### config.mk
export PLATFORM = sky130hd
export DESIGN_NAME = mpb_control
export DESIGN_NICKNAME = d
export VERILOG_FILES = /design/src/mpb_pkg.sv /design/src/mpb_control.sv
export SDC_FILE = /design/constraint.sdc
export NUM_CORES = 1
export LEC_CHECK = 0
export ABC_AREA = 1
export BUFFER_PORTS_ARGS = -buffer_cell sky130_fd_sc_hd__buf_2
export CELL_PAD_IN_SITES_DETAIL_PLACEMENT = 1
export CELL_PAD_IN_SITES_GLOBAL_PLACEMENT = 1
export CORE_MARGIN = 10
export CORE_UTILIZATION = 39
export DETAILED_ROUTE_END_ITERATION = 6
export PLACE_DENSITY = 0.88
export REMOVE_ABC_BUFFERS = 1
export SYNTH_ARGS = -nofsm -noshare
export SYNTH_HDL_FRONTEND = slang
export SYNTH_SLANG_ARGS = --single-unit
export TNS_END_PERCENT = 5
### constraint.sdc
create_clock -name sys_clk -period 6 [get_ports sys_clk]
set_input_delay 0.9 -clock sys_clk [delete_from_list [all_inputs] [get_ports sys_clk]]
set_output_delay 0.9 -clock sys_clk [all_outputs]
set_load 0.02 [all_outputs]
### src/mpb_pkg.sv
/*
 * Shared constants, register map, field layouts and state codes for the
 * multiphase step-down converter control block.
 * Assumes a 125 MHz system clock and a 32-bit AHB-Lite register bus.
 */
package mpb_pkg;

	// Register byte offsets (one aligned word each)
	localparam logic [7:0] OFF_MASTER_CTRL = 8'h00;
	localparam logic [7:0] OFF_SLAVE1_CTRL = 8'h04;
	localparam logic [7:0] OFF_SLAVE2_CTRL = 8'h08;
	localparam logic [7:0] OFF_SLAVE3_CTRL = 8'h0C;
	localparam logic [7:0] OFF_MASTER_DELAY = 8'h10;
	localparam logic [7:0] OFF_CONFIG = 8'h14;
	localparam logic [7:0] OFF_CLOCK = 8'h18;
	localparam logic [7:0] OFF_LOAD_SEL = 8'h1C;
	localparam logic [7:0] OFF_LOAD_LO = 8'h20;
	localparam logic [7:0] OFF_LOAD_HI = 8'h24;
	localparam logic [7:0] OFF_FLAGS = 8'h28;
	localparam logic [7:0] OFF_MASKS = 8'h2C;
	localparam logic [7:0] OFF_STATUS = 8'h30;

	localparam logic [1:0] HTRANS_NONSEQ = 2'h2;
	localparam logic HRESP_OKAY = 1'b0;
	localparam int DISCHARGE_BIT = 4;

	// Load-current result: 10 bits, 20 mA per code, all ones = 20.46 A
	localparam int LOAD_W = 10;
	localparam int LOAD_LO_W = 8;
	localparam int LOAD_LSB_MA = 20;
	localparam int LOAD_FULL_MA = 20460;

	// Timing figures and their cycle counts at the system clock
	localparam int CLK_PERIOD_NS = 8;
	localparam int SYS_CLK_MHZ = 125;
	localparam int MEAS_TIME_NS = 50000;
	localparam int MEAS_CYCLES = MEAS_TIME_NS / CLK_PERIOD_NS;
	localparam int BOOT_TIME_NS = 1000000;
	localparam int BOOT_CYCLES = BOOT_TIME_NS / CLK_PERIOD_NS;
	localparam int STEP_HALF_NS = 320000;
	localparam int STEP_HALF_DBL_NS = 640000;
	localparam int STEP_NORM_NS = 1000000;
	localparam int STEP_DBL_NS = 2000000;
	localparam int STEP_HALF_CYC = STEP_HALF_NS / CLK_PERIOD_NS;
	localparam int STEP_HALF_DBL_CYC = STEP_HALF_DBL_NS / CLK_PERIOD_NS;
	localparam int STEP_NORM_CYC = STEP_NORM_NS / CLK_PERIOD_NS;
	localparam int STEP_DBL_CYC = STEP_DBL_NS / CLK_PERIOD_NS;
	localparam int CNT_W = 22;

	// External clock detector: valid band is -30 %/+10 % of nominal
	localparam int DET_CNT_W = 8;
	localparam logic [DET_CNT_W-1:0] DET_CNT_MAX = 8'hFF;
	localparam logic [2:0] DET_GOOD_PERIODS = 3'h4;
	localparam logic [19:0] DET_LO_NUM = 20'h00007;
	localparam logic [19:0] DET_HI_NUM = 20'h0000B;
	localparam logic [19:0] DET_REF = 20'(SYS_CLK_MHZ * 10);
	localparam logic [4:0] FREQ_MAX_CODE = 5'h17;

	typedef enum logic [1:0] {
		CLK_RC = 2'b00,
		CLK_AUTO = 2'b01,
		CLK_ACTIVE_ONLY = 2'b10,
		CLK_RSVD = 2'b11
	} mpb_clkmode_t;

	typedef enum logic [1:0] {
		ST_BOOT = 2'b00,
		ST_STANDBY = 2'b01,
		ST_ACTIVE = 2'b10
	} mpb_state_t;

	typedef struct packed {
		logic discharge;
		logic [1:0] pinChoice;
		logic pinCtrl;
		logic regOn;
	} mpb_ctrl_t;

	typedef struct packed {
		logic [3:0] turnOff;
		logic [3:0] turnOn;
	} mpb_delay_t;

	typedef struct packed {
		logic dither;
		logic halfDelay;
		logic doubleDelay;
	} mpb_cfg_t;

	typedef struct packed {
		logic [4:0] syncFreq;
		mpb_clkmode_t mode;
	} mpb_clk_t;

	typedef struct packed {
		logic [3:0] curLimit;
		logic noSync;
		logic syncClk;
		logic loadReady;
	} mpb_flags_t;

	typedef struct packed {
		logic ditherActive;
		logic extSelected;
		logic extPresent;
		logic regulatorOut;
		mpb_state_t state;
	} mpb_status_t;

	localparam mpb_ctrl_t CTRL_RST = '0;
	localparam mpb_delay_t DELAY_RST = '0;
	localparam mpb_cfg_t CFG_RST = '0;
	localparam mpb_clk_t CLKCFG_RST = '0;
	localparam mpb_flags_t FLAGS_RST = '0;

endpackage : mpb_pkg

### src/mpb_control.sv
/*
 * Digital control of a four-phase step-down converter: register file on
 * AHB-Lite, load-current measurement, clock source selection with external
 * clock detection, power-up order and regulator enable sequencing.
 * Assumes enable pins and the external sync clock are asynchronous, while
 * phase currents and current-limit pulses come from sys_clk logic.
 */
// Function
// - Core zero is master; its registers rule all.
// - Slave control ignored except discharge; limit flags kept.
// - Writing phase selection starts a measurement.
// - Measurement finishes within 50 us.
// - Finished measurement sets maskable ready flag.
// - Result low eight bits, high two bits.
// - Result is 20 mA per code.
// - Result is selected phase's own current.
// - Dither only with RC clock; all cores.
// - Five-bit nominal sync frequency, 1 to 24 MHz.
// - External clock valid within -30%/+10% band.
// - Clock mode selects detector and auto switching.
// - Sync clock appear/disappear raises maskable flag.
// - Missing clock flag at mode-specific transitions.
// - After boot enter STANDBY; enable from STANDBY/ACTIVE.
// - Register bit alone enables or disables output.
// - Register bit control acts immediately.
// - Pin choice selects one of three pins.
// - Pin edges enable/disable after programmed delays.
// - Delays apply only to pin transitions.
// - Delay step 0.32, 0.64, 1 or 2 ms.
// - Interrupt low while any unmasked flag pends.
`timescale 1ns/1ps
module mpb_control #(
	parameter int MEAS_CYC = mpb_pkg::MEAS_CYCLES,
	parameter int BOOT_CYC = mpb_pkg::BOOT_CYCLES,
	parameter int STEP_A_CYC = mpb_pkg::STEP_HALF_CYC,
	parameter int STEP_B_CYC = mpb_pkg::STEP_HALF_DBL_CYC,
	parameter int STEP_C_CYC = mpb_pkg::STEP_NORM_CYC,
	parameter int STEP_D_CYC = mpb_pkg::STEP_DBL_CYC
) (
	input wire logic sys_clk,
	input wire logic rstn,
	input wire logic hsel,
	input wire logic [31:0] haddr,
	input wire logic [1:0] htrans,
	input wire logic hwrite,
	input wire logic [2:0] hsize,
	input wire logic [31:0] hwdata,
	input wire logic hready,
	output logic hreadyout,
	output logic [31:0] hrdata,
	output logic hresp,
	input wire logic enablePinOne,
	input wire logic enablePinTwo,
	input wire logic enablePinThree,
	input wire logic externalSyncInput,
	input wire logic [3:0][mpb_pkg::LOAD_W-1:0] phaseCurrent,
	input wire logic [3:0] phaseCurrentLimit,
	output logic [3:0] phaseEnable,
	output logic [3:0] outputDischargeEnable,
	output logic useExternalClock,
	output logic detectorEnable,
	output logic ditherActive,
	output logic irqOutN
);
	import mpb_pkg::*;

	localparam logic [CNT_W-1:0] MEAS_LOAD = CNT_W'(MEAS_CYC - 1);
	localparam logic [CNT_W-1:0] BOOT_LOAD = CNT_W'(BOOT_CYC - 1);
	localparam logic [CNT_W-1:0] STEP_A = CNT_W'(STEP_A_CYC - 1);
	localparam logic [CNT_W-1:0] STEP_B = CNT_W'(STEP_B_CYC - 1);
	localparam logic [CNT_W-1:0] STEP_C = CNT_W'(STEP_C_CYC - 1);
	localparam logic [CNT_W-1:0] STEP_D = CNT_W'(STEP_D_CYC - 1);

	// Pin inputs: three flops, a level counts once stages two and three agree
	logic [3:0] rawIn;
	logic [3:0] pinLevel;
	logic [3:0] pinRise;
	logic [3:0] pinFall;

	assign rawIn = {externalSyncInput, enablePinThree, enablePinTwo,
		enablePinOne};

	for (genvar i = 0; i < 4; i++)
	begin : g_sync
		logic s1_r, s2_r, s3_r, filt_r, prev_r, filt_nxt;
		always_comb
		begin
			filt_nxt = (s2_r == s3_r) ? s3_r : filt_r;
		end
		always_ff @(posedge sys_clk or negedge rstn)
		begin
			if (!rstn)
			begin
				s1_r <= 1'b0;
				s2_r <= 1'b0;
				s3_r <= 1'b0;
				filt_r <= 1'b0;
				prev_r <= 1'b0;
			end
			else
			begin
				s1_r <= rawIn[i];
				s2_r <= s1_r;
				s3_r <= s2_r;
				filt_r <= filt_nxt;
				prev_r <= filt_r;
			end
		end
		assign pinLevel[i] = filt_r;
		assign pinRise[i] = filt_r & ~prev_r;
		assign pinFall[i] = ~filt_r & prev_r;
	end

	// Bus slave state
	logic wrPend_r, wrPend_nxt, rdWait_r, rdWait_nxt;
	logic [7:0] addr_r, addr_nxt;
	logic [31:0] hrdata_r, hrdata_nxt, readMux;
	logic addrTaken, wrStrobe;

	// Register file
	mpb_ctrl_t ctrl_r, ctrl_nxt;
	logic [2:0] slaveDis_r, slaveDis_nxt;
	mpb_delay_t delay_r, delay_nxt;
	mpb_cfg_t cfg_r, cfg_nxt;
	mpb_clk_t clkCfg_r, clkCfg_nxt;
	logic [1:0] loadSel_r, loadSel_nxt;
	mpb_flags_t flags_r, flags_nxt, masks_r, masks_nxt, flagSet, flagClr;
	logic irqN_r, irqN_nxt;

	// Measurement, detector, state and sequencer
	logic measBusy_r, measBusy_nxt, measStart, measDone;
	logic [CNT_W-1:0] measCnt_r, measCnt_nxt;
	logic [1:0] measPhase_r, measPhase_nxt;
	logic [LOAD_W-1:0] result_r, result_nxt;
	logic [DET_CNT_W-1:0] period_r, period_nxt;
	logic [2:0] good_r, good_nxt;
	logic extPresent_r, extPresent_nxt, extSel_r, extSel_nxt;
	logic detEn, periodOk, syncEvt;
	logic [4:0] freqMhz;
	logic [19:0] fp;
	mpb_state_t state_r, state_nxt;
	logic [CNT_W-1:0] bootCnt_r, bootCnt_nxt;
	logic noSyncEvt;
	logic regOut_r, regOut_nxt, seqBusy_r, seqBusy_nxt;
	logic seqTarget_r, seqTarget_nxt;
	logic [3:0] step_r, step_nxt;
	logic [CNT_W-1:0] unit_r, unit_nxt, unitLoad;
	logic selRise, selFall;

	assign addrTaken = hsel && hready && (htrans == HTRANS_NONSEQ);
	assign wrStrobe = wrPend_r;

	always_comb
	begin
		wrPend_nxt = addrTaken && hwrite;
		rdWait_nxt = addrTaken && !hwrite;
		addr_nxt = addrTaken ? haddr[7:0] : addr_r;
		hrdata_nxt = rdWait_r ? readMux : hrdata_r;
	end

	always_comb
	begin
		readMux = '0;
		case (addr_r)
			OFF_MASTER_CTRL: readMux[4:0] = ctrl_r;
			OFF_SLAVE1_CTRL: readMux[DISCHARGE_BIT] = slaveDis_r[0];
			OFF_SLAVE2_CTRL: readMux[DISCHARGE_BIT] = slaveDis_r[1];
			OFF_SLAVE3_CTRL: readMux[DISCHARGE_BIT] = slaveDis_r[2];
			OFF_MASTER_DELAY: readMux[7:0] = delay_r;
			OFF_CONFIG: readMux[2:0] = cfg_r;
			OFF_CLOCK: readMux[6:0] = clkCfg_r;
			OFF_LOAD_SEL: readMux[1:0] = loadSel_r;
			OFF_LOAD_LO: readMux[LOAD_LO_W-1:0] = result_r[LOAD_LO_W-1:0];
			OFF_LOAD_HI:
				readMux[LOAD_W-LOAD_LO_W-1:0] =
					result_r[LOAD_W-1:LOAD_LO_W];
			OFF_FLAGS: readMux[6:0] = flags_r;
			OFF_MASKS: readMux[6:0] = masks_r;
			OFF_STATUS: readMux[5:0] = {ditherActive, extSel_r, extPresent_r,
				regOut_r, state_r};
			default: readMux = '0;
		endcase
	end

	// Register writes; slave delay registers decode to nothing
	always_comb
	begin
		ctrl_nxt = ctrl_r;
		slaveDis_nxt = slaveDis_r;
		delay_nxt = delay_r;
		cfg_nxt = cfg_r;
		clkCfg_nxt = clkCfg_r;
		loadSel_nxt = loadSel_r;
		masks_nxt = masks_r;
		flagClr = '0;
		measStart = 1'b0;
		if (wrStrobe)
		begin
			case (addr_r)
				OFF_MASTER_CTRL: ctrl_nxt = hwdata[4:0];
				OFF_SLAVE1_CTRL: slaveDis_nxt[0] = hwdata[DISCHARGE_BIT];
				OFF_SLAVE2_CTRL: slaveDis_nxt[1] = hwdata[DISCHARGE_BIT];
				OFF_SLAVE3_CTRL: slaveDis_nxt[2] = hwdata[DISCHARGE_BIT];
				OFF_MASTER_DELAY: delay_nxt = hwdata[7:0];
				OFF_CONFIG: cfg_nxt = hwdata[2:0];
				OFF_CLOCK: clkCfg_nxt = hwdata[6:0];
				OFF_LOAD_SEL:
				begin
					loadSel_nxt = hwdata[1:0];
					measStart = 1'b1;
				end
				OFF_FLAGS: flagClr = hwdata[6:0];
				OFF_MASKS: masks_nxt = hwdata[6:0];
				default: ;
			endcase
		end
	end

	// Set wins over a write-one clear in the same cycle
	always_comb
	begin
		flagSet = '0;
		flagSet.loadReady = measDone;
		flagSet.syncClk = syncEvt;
		flagSet.noSync = noSyncEvt;
		flagSet.curLimit = phaseCurrentLimit;
		flags_nxt = (flags_r & ~flagClr) | flagSet;
		irqN_nxt = ~|(flags_r & ~masks_r);
	end

	// Load-current measurement; a new write restarts a running one
	always_comb
	begin
		measBusy_nxt = measBusy_r;
		measCnt_nxt = measCnt_r;
		measPhase_nxt = measPhase_r;
		result_nxt = result_r;
		measDone = 1'b0;
		if (measStart)
		begin
			measBusy_nxt = 1'b1;
			measCnt_nxt = MEAS_LOAD;
			measPhase_nxt = hwdata[1:0];
		end
		else if (measBusy_r)
		begin
			if (measCnt_r == '0)
			begin
				measBusy_nxt = 1'b0;
				// Code is already current over 20 mA, saturating at 1023
				result_nxt = phaseCurrent[measPhase_r];
				measDone = 1'b1;
			end
			else
			begin
				measCnt_nxt = measCnt_r - 1'b1;
			end
		end
	end

	// External clock detector: count sys_clk cycles per sync period.
	// Above about 20 MHz the sampling jitter eats into the +10 % margin.
	assign freqMhz = (clkCfg_r.syncFreq > FREQ_MAX_CODE) ?
		FREQ_MAX_CODE + 5'h01 : clkCfg_r.syncFreq + 5'h01;
	assign fp = 20'(freqMhz) * 20'(period_r);
	assign periodOk = (DET_LO_NUM * fp <= DET_REF) &&
		(DET_HI_NUM * fp >= DET_REF);
	assign detEn = (clkCfg_r.mode == CLK_AUTO) ||
		((clkCfg_r.mode == CLK_ACTIVE_ONLY) && (state_r == ST_ACTIVE));

	always_comb
	begin
		period_nxt = period_r;
		good_nxt = good_r;
		extPresent_nxt = extPresent_r;
		if (pinRise[3])
		begin
			period_nxt = 8'h01;
			if (periodOk && period_r != DET_CNT_MAX)
			begin
				if (good_r != DET_GOOD_PERIODS)
					good_nxt = good_r + 3'h1;
				else
					extPresent_nxt = 1'b1;
			end
			else
			begin
				good_nxt = '0;
				extPresent_nxt = 1'b0;
			end
		end
		else if (period_r != DET_CNT_MAX)
		begin
			period_nxt = period_r + 8'h01;
		end
		else
		begin
			good_nxt = '0;
			extPresent_nxt = 1'b0;
		end
		syncEvt = detEn && (extPresent_nxt != extPresent_r);
		// Mux moves only while the sync clock sits low, so neither source
		// is cut mid-pulse
		extSel_nxt = pinLevel[3] ? extSel_r : (detEn && extPresent_r);
	end

	// Device state: boot load, then STANDBY; ACTIVE while output is on
	always_comb
	begin
		state_nxt = state_r;
		bootCnt_nxt = bootCnt_r;
		noSyncEvt = 1'b0;
		unique case (state_r)
			ST_BOOT:
				if (bootCnt_r == '0)
				begin
					state_nxt = ST_STANDBY;
					noSyncEvt = (clkCfg_r.mode == CLK_AUTO) && !extPresent_r;
				end
				else
					bootCnt_nxt = bootCnt_r - 1'b1;
			ST_STANDBY:
				if (regOut_r)
				begin
					state_nxt = ST_ACTIVE;
					noSyncEvt = (clkCfg_r.mode == CLK_ACTIVE_ONLY) &&
						!extPresent_r;
				end
			ST_ACTIVE:
				if (!regOut_r)
					state_nxt = ST_STANDBY;
			default: state_nxt = ST_BOOT;
		endcase
	end

	// Regulator enable sequencer
	always_comb
	begin
		unique case ({cfg_r.halfDelay, cfg_r.doubleDelay})
			2'b10: unitLoad = STEP_A;
			2'b11: unitLoad = STEP_B;
			2'b00: unitLoad = STEP_C;
			2'b01: unitLoad = STEP_D;
		endcase
		selRise = 1'b0;
		selFall = 1'b0;
		if (ctrl_r.pinChoice != 2'h3)
		begin
			selRise = pinRise[ctrl_r.pinChoice];
			selFall = pinFall[ctrl_r.pinChoice];
		end
	end

	always_comb
	begin
		regOut_nxt = regOut_r;
		seqBusy_nxt = seqBusy_r;
		seqTarget_nxt = seqTarget_r;
		step_nxt = step_r;
		unit_nxt = unit_r;
		if (state_r == ST_BOOT)
		begin
			regOut_nxt = 1'b0;
			seqBusy_nxt = 1'b0;
		end
		else if (!ctrl_r.regOn)
		begin
			regOut_nxt = 1'b0;
			seqBusy_nxt = 1'b0;
		end
		else if (!ctrl_r.pinCtrl)
		begin
			regOut_nxt = 1'b1;
			seqBusy_nxt = 1'b0;
		end
		else if (selRise || selFall)
		begin
			seqTarget_nxt = selRise;
			step_nxt = selRise ? delay_r.turnOn : delay_r.turnOff;
			unit_nxt = unitLoad;
			if (step_nxt == 4'h0)
			begin
				regOut_nxt = selRise;
				seqBusy_nxt = 1'b0;
			end
			else
				seqBusy_nxt = 1'b1;
		end
		else if (seqBusy_r)
		begin
			if (unit_r != '0)
				unit_nxt = unit_r - 1'b1;
			else if (step_r == 4'h1)
			begin
				regOut_nxt = seqTarget_r;
				seqBusy_nxt = 1'b0;
			end
			else
			begin
				step_nxt = step_r - 4'h1;
				unit_nxt = unitLoad;
			end
		end
	end

	always_ff @(posedge sys_clk or negedge rstn)
	begin
		if (!rstn)
		begin
			wrPend_r <= 1'b0;
			rdWait_r <= 1'b0;
			addr_r <= '0;
			hrdata_r <= '0;
			ctrl_r <= CTRL_RST;
			slaveDis_r <= '0;
			delay_r <= DELAY_RST;
			cfg_r <= CFG_RST;
			clkCfg_r <= CLKCFG_RST;
			loadSel_r <= '0;
			flags_r <= FLAGS_RST;
			masks_r <= FLAGS_RST;
			irqN_r <= 1'b1;
			measBusy_r <= 1'b0;
			measCnt_r <= '0;
			measPhase_r <= '0;
			result_r <= '0;
			period_r <= DET_CNT_MAX;
			good_r <= '0;
			extPresent_r <= 1'b0;
			extSel_r <= 1'b0;
			state_r <= ST_BOOT;
			bootCnt_r <= BOOT_LOAD;
			regOut_r <= 1'b0;
			seqBusy_r <= 1'b0;
			seqTarget_r <= 1'b0;
			step_r <= '0;
			unit_r <= '0;
		end
		else
		begin
			wrPend_r <= wrPend_nxt;
			rdWait_r <= rdWait_nxt;
			addr_r <= addr_nxt;
			hrdata_r <= hrdata_nxt;
			ctrl_r <= ctrl_nxt;
			slaveDis_r <= slaveDis_nxt;
			delay_r <= delay_nxt;
			cfg_r <= cfg_nxt;
			clkCfg_r <= clkCfg_nxt;
			loadSel_r <= loadSel_nxt;
			flags_r <= flags_nxt;
			masks_r <= masks_nxt;
			irqN_r <= irqN_nxt;
			measBusy_r <= measBusy_nxt;
			measCnt_r <= measCnt_nxt;
			measPhase_r <= measPhase_nxt;
			result_r <= result_nxt;
			period_r <= period_nxt;
			good_r <= good_nxt;
			extPresent_r <= extPresent_nxt;
			extSel_r <= extSel_nxt;
			state_r <= state_nxt;
			bootCnt_r <= bootCnt_nxt;
			regOut_r <= regOut_nxt;
			seqBusy_r <= seqBusy_nxt;
			seqTarget_r <= seqTarget_nxt;
			step_r <= step_nxt;
			unit_r <= unit_nxt;
		end
	end

	// Read waits one cycle so the data flop sees any write just committed
	assign hreadyout = !rdWait_r;
	assign hrdata = hrdata_r;
	assign hresp = HRESP_OKAY;
	assign phaseEnable = {4{regOut_r}};
	assign outputDischargeEnable = {slaveDis_r, ctrl_r.discharge};
	assign useExternalClock = extSel_r;
	assign detectorEnable = detEn;
	assign ditherActive = cfg_r.dither && (clkCfg_r.mode == CLK_RC);
	assign irqOutN = irqN_r;

endmodule : mpb_control

==> metrics <==
status=finished with violations; failing checks=DRC, setup timing; CP max FO=4; root buffer cell=clkbuf_16; worst vdd ir=577 uV; Total GRT Usage=0.234; fin. max-slew vios=0; H-tree lvl count=4; top post-synthesis cells by area=dfrtp_1 31%, nand2_1 10%, inv_1 8.1%; clock skew=0.0168 ns; top cell type by total area after synthesis=dfrtp_1; 1st-pass router iterations=7; global-route wire length before repair=78900 um; cts bufs inserted=17; Vias per Instance=5.98; WP data arrival=8.06 ns; Max stage delay on crit path=0.62 ns; average size of a mapped cell=7.57 sq um; clock sink total=180; synthesized area=13100 sq um; Most common cell on crit path=inv_1; asr flop ratio synth=1.00; die height=203 um; Area Overhead vs Synth=23.2%; Clock Tree Buf Depth=2; post-route ant nets=0; unrepaired setup endpoints after global routing=true; fill count=4153; DP Area=14600 sq um; Yosys Warn Count=0; Seq/Total Area, Yosys=0.345; largest net degree at the start of global routing=85; total number of vias=14300; Routed WL=60600 um; commonest cells after routing, fill and taps aside=325 x nand2_1, 270 x inv_1, 190 x nor2_1; number of global-route vias before repair=14800; pwr/cell area=685 nW/um^2; kind of critical path=reg2reg; setup TNS=-6.87 ns; IO Pins=168; ant diodes=0; initial antenna violation count=4; Reg area=4530 sq um; DIE AREA=41400 sq um; Core Footprint=33400 sq um; most common cell after layout, fill and taps aside=nand2_1; Crit-path slowest cell=o21ai_1; EDFF count, synth=0; Worst-path clk slew=0.09 ns; Yosys top cell area share=0.309; CTS tree=done; layout cell share with drive strength beyond 1=0.230; flops & latches, synth=180; final instance area=16200 sq um; CTS Hold Buffers Added=0; Max Cap Violations=0; DRT iter0 DRCs=1319; Row Count=67; # port buffers=91; endpoint type of the worst setup path=flop; wire per inst=25.4 um; Tmin final=7.78 ns; f_max=129 MHz; final setup vio count=5; LEAKAGE=8.68 nW; count of cell types in the netlist=57; gp weighted congestion=0.897; initial core utilization=0.393; Gate Count Post-Synth=1734; clk_lat worst skew=0.47 ns; pre-CTS setup slack=-1.22 ns; area of the multi-input gates=8000 sq um; final hold violation count=0; hpwl dp=32100 um; die width=203 um; main flop type after synthesis=dfrtp_1; total congestion overflow=0; post-route setup slack=-1.78 ns; Critical Path RT=6.29 ns; nature of the critical path startpoint=flop; actual slew at the worst max-slew pin=1.27 ns; Final period util=1.30; Power Total=11.1 mW; DRC=1; fin nets=2172; Finished Core Util=0.484; Hold Crit Class=reg2reg; worst relative slew slack=0.133
-- cells in the mapped netlist, types with 13 or more instances --
cell type  instances
nor2_1           214
nor3_1            26
dfstp_2           18
fa_1              41
xnor2_1           17
nand3_1           83
nand2_1          365
buf_4             30
xor2_1            32
o21ai_0          111
clkbuf_1          18
a31oi_1           13
nand4_1           25
a21oi_1           69
inv_1            283
ha_1              82
dfrtp_1          162
-- critical path, delay by kind of cell, from the launching register on --
family	cells	cell delay [ns]
XOR/XNOR	1	0.22
AND/OR/NAND/NOR	12	1.41
adder cells (fa/ha/maj)	6	2.49
buffers and inverters	10	1.43
AO/OA/AOI/OAI	5	1.44
flip-flops	1	0.58
-- cells by family after synthesis --
group	after synthesis	share of synthesized area
multiplexers	7	0.00601
other	1	0.000286
adder cells (fa/ha/maj)	127	0.144
XOR/XNOR	49	0.0327
AND/OR/NAND/NOR	765	0.252
buffers and inverters	352	0.110
AO/OA/AOI/OAI	253	0.110
flip-flops	180	0.345
-- layout make-up --
| class | count | area share |
|---|---|---|
| multi-input cells | 1226 | 0.495 |
| repair buffers | 205 | 0.0833 |
| clock buffers | 18 | 0.0272 |
| flip-flops and latches | 180 | 0.280 |
| clock inverters | 14 | 0.0108 |
| inverters | 297 | 0.0693 |
| well taps | 448 | 0.0347 |
-- state kept, by name, indices dropped and copies added (netlist names), 7 cells and up --
name       count
addr_r         8
masks_r        7
unit_r        22
flags_r        7
period_r       8
measCnt_r     22
clkCfg_r       7
bootCnt_r     22
delay_r        8
hrdata         8
result_r      10
-- per-stage QoR --
step	hold slack, ns	std cells
finish	0.375	2388
global route	0.389	2388
CTS	0.371	2380
detailed placement	0.343	2334
global placement	0.351	2334
floorplan	0.331	1703
-- worst paths after layout --
path / cells after the start / startpoint / slack (ns) / to
max in group asynchronous: 2 / rstn / 4.19 / clkCfg_r[2]$_DFFE_PN0P_
min in group asynchronous: 1 / rstn / 0.48 / bootCnt_r[8]$_DFFE_PN0P_
hold reg to reg: 0 / g_sync[3].s1_r$_DFF_PN0_ / 0.38 / g_sync[3].s2_r$_DFF_PN0_
setup reg to reg: 34 / clkCfg_r[5]$_DFFE_PN0P_ / -1.78 / good_r[0]$_DFFE_PN0P_
setup / recovery: 34 / clkCfg_r[5]$_DFFE_PN0P_ / -1.78 / good_r[0]$_DFFE_PN0P_
hold / removal: 0 / g_sync[3].s1_r$_DFF_PN0_ / 0.38 / g_sync[3].s2_r$_DFF_PN0_
-- layer usage --
metal	wire, um	GRT usage	up-vias
met5	57	0	-
met4	4810	0.114	8
met3	5540	0.0419	410
met2	28800	0.419	1032
met1	21400	0.262	6939
li1	-	-	5885
-- power by group --
| part | total (mW) | internal [mW] | switching [mW] |
|---|---|---|---|
| clock | 1.23 | 0.583 | 0.645 |
| combinational | 8.28 | 2.97 | 5.31 |
| sequential | 1.56 | 1.38 | 0.179 |
| total | 11.1 | 4.93 | 6.14 |
-- repair_timing --
item	4_1_cts	5_1_grt
setup endpoints to repair	5	5
gates resized for setup	68	116
setup buffers	14	9
pin swaps	45	76
cloned	0	0
No activity file was read; power rests on OpenSTA's default activity.
